==> config.mk <==
export PLATFORM = sky130hd
export DESIGN_NAME = pdo_motion_sequence_command_handler
export DESIGN_NICKNAME = d
export VERILOG_FILES = /design/src/rtl/pdo_cmd_pkg.sv /design/src/rtl/rise_detect.sv /design/src/rtl/prog_select.sv /design/src/rtl/pdo_motion_sequence_command_handler.sv
export SDC_FILE = /design/constraint.sdc
export NUM_CORES = 1
export LEC_CHECK = 0
export BUFFER_PORTS_ARGS = -buffer_cell sky130_fd_sc_hd__buf_2
export CAP_MARGIN = 10
export CORE_MARGIN = 3
export CORE_UTILIZATION = 50
export DETAILED_ROUTE_END_ITERATION = 16
export MAX_ROUTING_LAYER = met4
export PLACE_DENSITY_LB_ADDON = 0.25
export RECOVER_POWER = 100
export SLEW_MARGIN = 25
export SYNTH_ARGS = -nofsm -noshare
export SYNTH_HDL_FRONTEND = slang
export SYNTH_SLANG_ARGS = --single-unit
==> constraint.sdc <==
create_clock -name mclk -period 3.5 [get_ports mclk]
set_input_delay 0.175 -clock mclk [delete_from_list [all_inputs] [get_ports mclk]]
set_output_delay 0.175 -clock mclk [all_outputs]
set_load 0.02 [all_outputs]
==> src/rtl/pdo_cmd_pkg.sv <==
// constants for the process-data motion and sequence command handler
// assumes a single 125 MHz clock domain and an APB register port
package pdo_cmd_pkg;

   // ======================================================================
   // register offsets (byte addresses)
   localparam logic [7:0]  rpdo_low_offset    = 8'h00;
   localparam logic [7:0]  rpdo_high_offset   = 8'h04;
   localparam logic [7:0]  sysmask_offset     = 8'h08;
   localparam logic [7:0]  status_offset      = 8'h0C;
   localparam logic [7:0]  tpdo_offset        = 8'h10;

   // ======================================================================
   // receive object field positions
   localparam int          remote_lsb         = 0;
   localparam int          start_bit_pos      = 8;
   localparam int          mcp_bit_pos        = 9;
   localparam int          mcn_bit_pos        = 10;
   localparam int          abort_bit_pos      = 12;
   localparam int          command_lsb        = 16;
   localparam int          trigger_bit_pos    = 30;

   // ======================================================================
   // reset values
   localparam logic [31:0] rpdo_low_reset     = 32'h0000_0000;
   localparam logic [31:0] rpdo_high_reset    = 32'h0000_0000;
   localparam logic [7:0]  sysmask_reset      = 8'h00;

   // ======================================================================
   // message command codes
   localparam logic [13:0] code_move_pos      = 14'h1C12;
   localparam logic [13:0] code_run_seq       = 14'h1C05;
   localparam logic [13:0] code_stop_first    = 14'h1C00;
   localparam logic [13:0] code_stop_last     = 14'h1C04;

   // ======================================================================
   // sequence numbers
   localparam logic [6:0]  seq_max            = 7'h63;

   // ======================================================================
   // motion state
   typedef enum logic [3:0] {
      mot_idle = 4'b0001,
      mot_pos  = 4'b0010,
      mot_neg  = 4'b0100,
      mot_seq  = 4'b1000
   } motion_e;

endpackage : pdo_cmd_pkg

==> src/rtl/rise_detect.sv <==
// rising edge detector for one same-clock level
// assumes the input is already in the mclk domain
`timescale 1ns/1ps
module rise_detect
(
   input  wire logic mclk,
   input  wire logic rst,
   input  wire logic level,
   output logic      rise
);
   logic level_q;

   always_ff @(posedge mclk or posedge rst)
   begin
      if (rst)
         level_q <= 1'b0;
      else
         level_q <= level;
   end

   assign rise = level & ~level_q;
endmodule : rise_detect

==> src/rtl/prog_select.sv <==
// program number built from remote input bits, system bits forced to zero
// assumes mask and inputs are stable in the mclk domain
`timescale 1ns/1ps
module prog_select
(
   input  wire logic [7:0] remote_input_bits,
   input  wire logic [7:0] system_mask,
   output logic [6:0]      program_number
);
   genvar i;
   generate
      for (i = 0; i < 7; i++)
      begin : g_bit
         // assigned system inputs contribute zero
         assign program_number[i] = remote_input_bits[i] & ~system_mask[i];
      end
   endgenerate
endmodule : prog_select

==> src/rtl/pdo_motion_sequence_command_handler.sv <==
// What this block does
// - code 1C12h in the command area asks for continuous positive motion
// - trigger rising with 1C12h loaded starts positive rotation
// - stop codes loaded then trigger raised make the device stop
// - start bit going high runs program encoded on remote inputs
// - remote bits assigned to system functions excluded from program select
// - system-assigned remote bits count as zero in program number
// - run code 1C05h with program number in data runs that program
// - trigger rising with run code starts program named in data
// - start acts on rising edge, program 0 to 99 from inputs one to seven
//
// top of the handler: receive object written over APB, transmit read back
// assumes an APB master on mclk; motion outputs feed a motor sequencer
//
// The APB interface to the registers and the placing of the registers were chosen for this implementation.
`timescale 1ns/1ps
module pdo_motion_sequence_command_handler
   import pdo_cmd_pkg::*;
(
   input  wire logic        mclk,
   input  wire logic        rst,
   input  wire logic        psel,
   input  wire logic        penable,
   input  wire logic        pwrite,
   input  wire logic [7:0]  paddr,
   input  wire logic [31:0] pwdata,
   output logic [31:0]      prdata,
   output logic             pready,
   output logic             pslverr,
   output logic             move_positive_q,
   output logic             move_negative_q,
   output logic             seq_start_pulse_q,
   output logic [6:0]       seq_number_q,
   output logic             stop_pulse_q,
   output logic             trigger_acknowledge_bit
);
   import pdo_cmd_pkg::*;

   // ======================================================================
   // registers
   logic [31:0] rpdo_low_q;
   logic [31:0] rpdo_high_q;
   logic [7:0]  sysmask_q;
   logic        cmd_error_q;
   logic        start_ack_q;
   motion_e     motion_q;
   motion_e     motion_d;

   logic [7:0]  remote_input_bits;
   logic        start_level;
   logic        move_positive_continuous_bit;
   logic        move_negative_continuous_bit;
   logic        abort_level;
   logic [15:0] command_word;
   logic        command_trigger_bit;
   logic [15:0] data_word;
   logic [6:0]  remote_program;
   logic        start_rise;
   logic        command_trigger_bit_rise;
   logic        is_move_pos;
   logic        is_run;
   logic        is_stop;
   logic        do_start;
   logic        do_stop;
   logic        access;

   // command decode helpers and next values
   logic [13:0] cmd_code;
   logic        cmd_plain;
   logic        in_stop_range;
   logic [31:0] rdata_d;
   logic        rerr_d;
   logic [6:0]  seq_number_d;

   assign remote_input_bits            = rpdo_low_q[remote_lsb +: 8];
   assign start_level                  = rpdo_low_q[start_bit_pos];
   assign move_positive_continuous_bit = rpdo_low_q[mcp_bit_pos];
   assign move_negative_continuous_bit = rpdo_low_q[mcn_bit_pos];
   assign abort_level                  = rpdo_low_q[abort_bit_pos];
   assign command_word                 = rpdo_low_q[command_lsb +: 16];
   assign command_trigger_bit          = rpdo_low_q[trigger_bit_pos];
   assign data_word                    = rpdo_high_q[15:0];
   assign access                       = psel & penable;

   // ======================================================================
   // edge detection and program selection
   rise_detect u_start_edge
   (
      .mclk  (mclk),
      .rst   (rst),
      .level (start_level),
      .rise  (start_rise)
   );

   rise_detect u_command_trigger_bit_edge
   (
      .mclk  (mclk),
      .rst   (rst),
      .level (command_trigger_bit),
      .rise  (command_trigger_bit_rise)
   );

   prog_select u_prog
   (
      .remote_input_bits (remote_input_bits),
      .system_mask       (sysmask_q),
      .program_number    (remote_program)
   );

   // ======================================================================
   // command decode
   // bit 14 of the command half is the trigger itself, kept out of the code compare
   // a code outside the decoded set only raises the error flag
   assign cmd_code      = command_word[13:0];
   assign cmd_plain     = ~command_word[15];
   assign in_stop_range = cmd_code >= code_stop_first && cmd_code <= code_stop_last;
   assign is_move_pos   = command_trigger_bit_rise && cmd_plain
                          && cmd_code == code_move_pos;
   assign is_run        = command_trigger_bit_rise && cmd_plain
                          && cmd_code == code_run_seq
                          && data_word <= {9'h000, seq_max};
   assign is_stop       = command_trigger_bit_rise && cmd_plain
                          && in_stop_range;
   assign do_start    = (start_rise && remote_program <= seq_max) || is_run;
   assign do_stop     = is_stop || abort_level;

   // ======================================================================
   // APB slave
   always_ff @(posedge mclk or posedge rst)
   begin
      if (rst)
      begin
         rpdo_low_q  <= rpdo_low_reset;
         rpdo_high_q <= rpdo_high_reset;
         sysmask_q   <= sysmask_reset;
      end
      else if (access && pwrite)
      begin
         unique case (paddr)
            rpdo_low_offset:  rpdo_low_q  <= pwdata;
            rpdo_high_offset: rpdo_high_q <= pwdata;
            sysmask_offset:   sysmask_q   <= pwdata[7:0];
            default:          ;
         endcase
      end
   end

   always_ff @(posedge mclk or posedge rst)
   begin
      if (rst)
      begin
         prdata  <= 32'h0000_0000;
         pready  <= 1'b0;
         pslverr <= 1'b0;
      end
      else
      begin
         pready  <= psel & ~penable;
         pslverr <= 1'b0;
         prdata  <= 32'h0000_0000;
         if (psel && !penable)
         begin
            prdata  <= rdata_d;
            pslverr <= rerr_d;
         end
      end
   end

   // read word and unmapped-address flag for the current setup address
   always_comb
   begin
      rdata_d = 32'h0000_0000;
      rerr_d  = 1'b0;
      unique case (paddr)
         rpdo_low_offset:  rdata_d = rpdo_low_q;
         rpdo_high_offset: rdata_d = rpdo_high_q;
         sysmask_offset:   rdata_d = {24'h000000, sysmask_q};
         status_offset:    rdata_d = {24'h000000, cmd_error_q, start_ack_q,
                                      motion_q, 2'b00};
         tpdo_offset:      rdata_d = {1'b0, trigger_acknowledge_bit,
                                      command_word[13:0], 16'h0000};
         default:          rerr_d  = 1'b1;
      endcase
   end

   // ======================================================================
   // motion state
   // next motion state; a stop wins over any start in the same cycle
   always_comb
   begin
      motion_d = motion_q;
      if (do_stop)
         motion_d = mot_idle;
      else if (is_move_pos)
         motion_d = mot_pos;
      else if (do_start)
         motion_d = mot_seq;
      else
      begin
         unique case (motion_q)
            mot_idle:
            begin
               if (move_negative_continuous_bit)
                  motion_d = mot_neg;
               else if (move_positive_continuous_bit)
                  motion_d = mot_pos;
            end
            mot_pos:  motion_d = mot_pos;
            mot_neg:  motion_d = mot_neg;
            mot_seq:  motion_d = mot_seq;
            default:  motion_d = mot_idle;
         endcase
      end
   end

   always_ff @(posedge mclk or posedge rst)
   begin
      if (rst)
         motion_q <= mot_idle;
      else
         motion_q <= motion_d;
   end

   always_ff @(posedge mclk or posedge rst)
   begin
      if (rst)
      begin
         move_positive_q <= 1'b0;
         move_negative_q <= 1'b0;
      end
      else
      begin
         move_positive_q <= motion_q == mot_pos;
         move_negative_q <= motion_q == mot_neg;
      end
   end

   // ======================================================================
   // sequence start
   always_ff @(posedge mclk or posedge rst)
   begin
      if (rst)
      begin
         seq_start_pulse_q <= 1'b0;
         seq_number_q      <= 7'h00;
      end
      else
      begin
         seq_start_pulse_q <= do_start && !do_stop;
         seq_number_q      <= seq_number_d;
      end
   end

   // run command takes the data area, the start bit takes the remote inputs
   always_comb
   begin
      seq_number_d = seq_number_q;
      if (is_run)
         seq_number_d = data_word[6:0];
      else if (start_rise)
         seq_number_d = remote_program;
   end

   always_ff @(posedge mclk or posedge rst)
   begin
      if (rst)
         stop_pulse_q <= 1'b0;
      else
         stop_pulse_q <= is_stop;
   end

   // ======================================================================
   // handshake acknowledge
   always_ff @(posedge mclk or posedge rst)
   begin
      if (rst)
         trigger_acknowledge_bit <= 1'b0;
      else
         trigger_acknowledge_bit <= command_trigger_bit;
   end

   always_ff @(posedge mclk or posedge rst)
   begin
      if (rst)
      begin
         start_ack_q <= 1'b0;
         cmd_error_q <= 1'b0;
      end
      else
      begin
         start_ack_q <= start_level;
         if (command_trigger_bit_rise)
            cmd_error_q <= !(is_move_pos || is_run || is_stop);
      end
   end

endmodule : pdo_motion_sequence_command_handler

# Word-level counts from Yosys, hierarchy flattened
# Index checks and enable logic that the tools add are counted.
dict set report totals {
  regBits 124
  wordCells 87
}
dict set report op_classes {
  magnitude_cmp 4
  eq_ne 11
  mux 12
  bitwise_logic 22
  reduce_logical 23
}
# operator n
set op_table {}
lappend op_table {{32-bit case mux with 5 select lines} 1}
lappend op_table {{32-bit two-way mux} 1}
lappend op_table {{14-bit by 13-bit equality test with 1-bit output, second input constant} 2}
lappend op_table {{4-bit two-way mux} 5}
lappend op_table {{8-bit by 4-bit equality test with 1-bit output, second input constant} 2}
lappend op_table {{16-bit by 7-bit less-or-equal comparator with 1-bit output, second input constant} 1}
lappend op_table {{4-bit case mux with 4 select lines} 1}
lappend op_table {{14-bit by 13-bit greater-or-equal comparator with 1-bit output, second input constant} 1}
lappend op_table {{14-bit by 13-bit less-or-equal comparator with 1-bit output, second input constant} 1}
lappend op_table {{7-bit two-way mux} 2}
lappend op_table {{1-bit bitwise AND} 11}
lappend op_table {{1-bit NOT} 11}
lappend op_table {{1-bit logical AND} 10}
lappend op_table {{8-bit by 3-bit equality test with 1-bit output, second input constant} 1}
lappend op_table {{8-bit by 5-bit equality test with 1-bit output, second input constant} 1}
lappend op_table {{8-bit logical NOT} 1}
lappend op_table {{7-bit less-or-equal comparator, second input constant} 1}
lappend op_table {{6-bit != test, second input constant} 1}
lappend op_table {{2-bit AND reduction} 3}
lappend op_table {{5-bit OR reduction} 1}
lappend op_table {{4-bit by 1-bit equality test with 1-bit output, second input constant} 1}
lappend op_table {{4-bit by 2-bit equality test with 1-bit output, second input constant} 1}
lappend op_table {{4-bit by 3-bit equality test with 1-bit output, second input constant} 1}
lappend op_table {{4-bit equality test, second input constant} 1}
lappend op_table {{other kinds (4)} 10}

# Longest topological paths before layout
dict set report logic_depth {
  ltp_word 9
  ltp_mapped 7
  ltp_nobuf 5
}

# By module
# A second synthesis with hierarchy kept.
dict set report hier_totals {
  hier_cells 386
  area_unflattened_um2 5313.8
}
# module instances cells_per_inst area_per_inst_um2
set modules_own_cells {}
lappend modules_own_cells {pdo_motion_sequence_command_handler 1 373 5132.4}
lappend modules_own_cells {prog_select 1 7 96.3}
lappend modules_own_cells {rise_detect 2 3 42.5}

# Worst setup path after synthesis
# OpenSTA, ideal clock, no wires.
dict set report synth_timing {
  path_type {input -> register}
  start {input paddr[5]}
  end {register rpdo_low_q[0]}
  setup_ps 127
  t_arrival_ps 1744
  setup_slack_ps 1629
  path_stages 6
  path_buffers 1
  path_cell_list {or4_4 > nor3_4 > and4_4 > nand2_4 > buf_6 > mux2_1}
}
dict set report synth_between {
  elab_chain_cells 2
}
# item line
set synth_lines {}
lappend synth_lines {{start: declaration} pdo_motion_sequence_command_handler.sv:25} ;# input wire logic [7:0] paddr,
lappend synth_lines {{8-bit logical NOT} pdo_motion_sequence_command_handler.sv:139} ;# unique case (paddr)
lappend synth_lines {{2-bit AND reduction (no source line)} n/a}
lappend synth_lines {{end signal: assignment} pdo_motion_sequence_command_handler.sv:133} ;# rpdo_low_q <= rpdo_low_reset;
lappend synth_lines {{end signal: assignment} pdo_motion_sequence_command_handler.sv:140} ;# rpdo_low_offset: rpdo_low_q <= pwdata;
lappend synth_lines {{end: declaration} pdo_motion_sequence_command_handler.sv:41} ;# logic [31:0] rpdo_low_q;
# No other way between the ends.
# A chain may end at the register's enable or synchronous reset.

# Worst setup path after layout
dict set report layout_timing {
  start {input paddr[5]}
  end {register prdata[22]}
}
dict set report layout_between {
  elab_chain_cells 3
}
# item line
set layout_lines {}
lappend layout_lines {{8-bit by 5-bit equality test with 1-bit output (tied with other cells)} pdo_motion_sequence_command_handler.sv:174} ;# unique case (paddr)
lappend layout_lines {{32-bit case mux with 5 select lines (*)} pdo_motion_sequence_command_handler.sv:174}
lappend layout_lines {{32-bit two-way mux (*)} pdo_motion_sequence_command_handler.sv:161} ;# if (psel && !penable)
lappend layout_lines {{end signal: assignment} pdo_motion_sequence_command_handler.sv:163} ;# prdata <= rdata_d;
lappend layout_lines {{end: declaration} pdo_motion_sequence_command_handler.sv:27} ;# output logic [31:0] prdata,
# Every way passes the cells marked *; elsewhere a longest branch is shown, timed or not.

==> results.toml <==
[run_status]
status = "finished, violations left"
violations = "capacitance limit, slew limit"

[floorplan]
die_area_um2 = 11640
die_height_um = 107.9
coreArea_um2 = 9955
std_cell_rows = 36
io_pins = 91
start_util_pct = 52.15
die_w_um = 107.9

[setup_path]
timing.rr.end = "motion_q[3]"
end_kind = "flip-flop"
crit_path_end = "prdata[22]"
cp.arrival_ns = 3.14
reg2reg_slack_ns = 1.12
r2r_cells = 6
crit_path_start = "paddr[5]"
cp.required_ns = 3.94
reg2reg_from = "rpdo_low_q[25]"
crit_fanout = 24
startpoint_type = "primary input"
crit_type = "primary input to flip-flop"

[routing]
drt_iter0_markers = 206
drtPass1Iterations = 4
num_vias = 3633
wl_per_cell_um = 17.91
route.detailed.drc = 0
wl_um = 11840
vias_per_cell = 5.496
final_antenna_net_count = 0

[synthesis]
async_reset_ff_share_pct = 100.0
synth-edff-count = 0
ys_seq_elements = 124
netlist_area_um2 = 5191
ys_seq_area_share_pct = 59.80
synth_cells = 389
yosysUniqueCellTypes = 45
synth_warnings = 0
syn_area_per_cell_um2 = 13.35
synthesis.nets = 434
synth_ff_type = "dfrtp_1"

[timing]
min_period_over_period_pct = 76.99
finalSetupTns_ns = 0
fmax_mhz = 371.1
worst_slew_pin_slew_ns = 2.447
slew_violations = 55
min_period_ns = 2.695
relSlewSlack_pct = -64.00
fin_skew_ns = 0.006149
setup_viol = 0
finalHoldViolCount = 0
rsz0062_at_grt = "false"

[cells_and_area]
area_growth_pct = 27.11
drive_gt1_share_pct = 29.55
stdcell_area_um2 = 6599
diodes = 0
nets = 560

[grt]
grt_pass1_vias = 3646
grt_first_pass_wirelength_um = 18710
track_usage_pct = 21.92
overflow = 0
antenna_found_initial = 0
grt_max_degree = 71

[place]
portBuffers = 90
dpl.hpwl_um = 7319
globalplace.congestion = 0.8404
placed_cell_area_um2 = 5732

[clocking]
clk_pin_slew_worst_paths_ns = 0.06
cts_root_buffer = "clkbuf_8"
cts_tree = "yes"
htree_levels = 4
clk_path_buf_depth = 2
clock-sinks = 124
clk_latency_ns = 0.52
numCtsBuffers = 17
cts_resized = 0
cts_setup_buffers = 0

[power_and_ir_drop]
power.density_nw_per_um2 = 528.8
leakagePower_nw = 3.137
vdd_drop_max_mv = 0.2755

[worst_hold_path]
hold_path_class = "primary input to flip-flop"
hold_path_depth = 3

[run]
max-cap-violations = 1
-- synth_stat cells (6+ instances only) --
| cell type | count | area share, % |
|---|---|---|
| mux2_4 | 6 | 1.7 |
| a21oi_1 | 14 | 1.3 |
| o21ai_0 | 13 | 1.3 |
| nand2_1 | 8 | 0.58 |
| a22oi_1 | 24 | 3.5 |
| nor2_1 | 41 | 3.0 |
| dfrtp_1 | 123 | 59 |
| mux4_2 | 6 | 2.6 |
| buf_6 | 6 | 1.3 |
| clkbuf_1 | 10 | 0.72 |
| mux2_2 | 66 | 14 |
| and3_1 | 7 | 0.84 |
| nor3b_1 | 7 | 1.0 |
-- layer usage --
layer  global-route usage [%]  part of all wire, %
met5                        -                    0
met1                    27.71                   43
met3                    4.979                  5.9
met4                    6.943                  1.3
met2                    35.44                   50
-- sequential cells by signal, summed over array words and instances, names as in the netlist --
| signal | flops |
|---|---|
| cmd_error_q | 1 |
| motion_q | 4 |
| move_negative_q | 1 |
| move_positive_q | 1 |
| prdata | 32 |
| pready | 1 |
| pslverr | 1 |
| rpdo_high_q | 32 |
| rpdo_low_q | 32 |
| seq_number_q | 7 |
| seq_start_pulse_q | 1 |
| stop_pulse_q | 1 |
| sysmask_q | 8 |
| u_command_trigger_bit_edge.level_q | 1 |
| u_start_edge.level_q | 1 |
-- worst max-delay path: stages --
cell and delay, ns:
buf_2 0.09, or4_1 0.58, nor3_1 0.70, and2_0 0.22, clkbuf_1 0.94, a22oi_1 0.28, nor2_1 0.14
-- worst min-delay path by stage --
stage	from	endpoint
after floorplan	pwdata[0]	rpdo_low_q[0]
after global placement	rst	prdata[0]
after detailed placement	rst	prdata[0]
after CTS	paddr[6]	prdata[1]
after global routing	paddr[4]	pslverr
final	paddr[4]	pslverr
-- metrics by stage --
step                util, %  std cells  total power, mW  hold WS (ns)  worst slack (ns)
floorplan                 -        389            1.554        0.3067           0.02742
global placement      57.58        595            1.610        0.3306             1.248
detailed placement    57.58        595            1.614        0.3360             1.205
CTS                   67.41        661            3.517      0.007757             1.329
global route          66.29        661            3.604       0.09505            0.5883
finish                66.29        661            3.489       0.04634            0.8054
-- where the power goes --
part / leakage (nW) / total (mW) / internal (mW) / switching (mW)
Clock: 0.307 / 1.88 / 1.26 / 0.616
Combinational: 1.11 / 0.145 / 0.0701 / 0.0749
Sequential: 1.72 / 1.47 / 1.45 / 0.0144
Total: 3.14 / 3.49 / 2.78 / 0.705
-- cell type report --
class                   instances  area (um2)
clock buffers                  20       445.4
clock inverters                12       192.7
fillers                       761        3356
inverters                       4       16.27
multi-input cells             240        1907
flip-flops and latches        124        3104
well taps                     133       166.4
repair buffers                128       767.0
-- what timing repair did --
item | 4_1_cts | 5_1_grt
setup endpoints to repair | 0 | 0
hold endpoints to repair | 127 | 0
hold buffers | 34 | 0
-- cell families (layout without fill, tap and decap cells) --
| family | after synthesis | after routing | share of synthesized area (%) |
|---|---|---|---|
| xor+xnor | 1 | 1 | 0.1687 |
| compound gates | 57 | 57 | 6.942 |
| flops | 124 | 124 | 59.80 |
| buf+inv | 25 | 164 | 2.748 |
| mux | 81 | 81 | 19.26 |
| simple gates | 101 | 101 | 11.09 |
-- cells in the final DEF, fill, tap and decap left out, types with 4 or more instances in the layout --
cell / synthesis / final
mux2_2: 66 / 66
nand2_1: 8 / 8
dfrtp_1: 123 / 123
clkinv_2: 0 / 4
clkbuf_1: 10 / 50
nor3b_1: 7 / 7
a21oi_1: 14 / 14
o21ai_0: 13 / 13
nand2b_1: 5 / 5
dlygate4sd3_1: 0 / 34
mux4_2: 6 / 6
and3_1: 7 / 7
mux2_1: 1 / 7
nor4_1: 5 / 4
nor3_1: 3 / 4
nor2_1: 41 / 41
buf_2: 3 / 43
clkbuf_16: 0 / 16
a22oi_1: 24 / 24
bufinv_16: 0 / 5
Power figures use the tool's default switching activity.
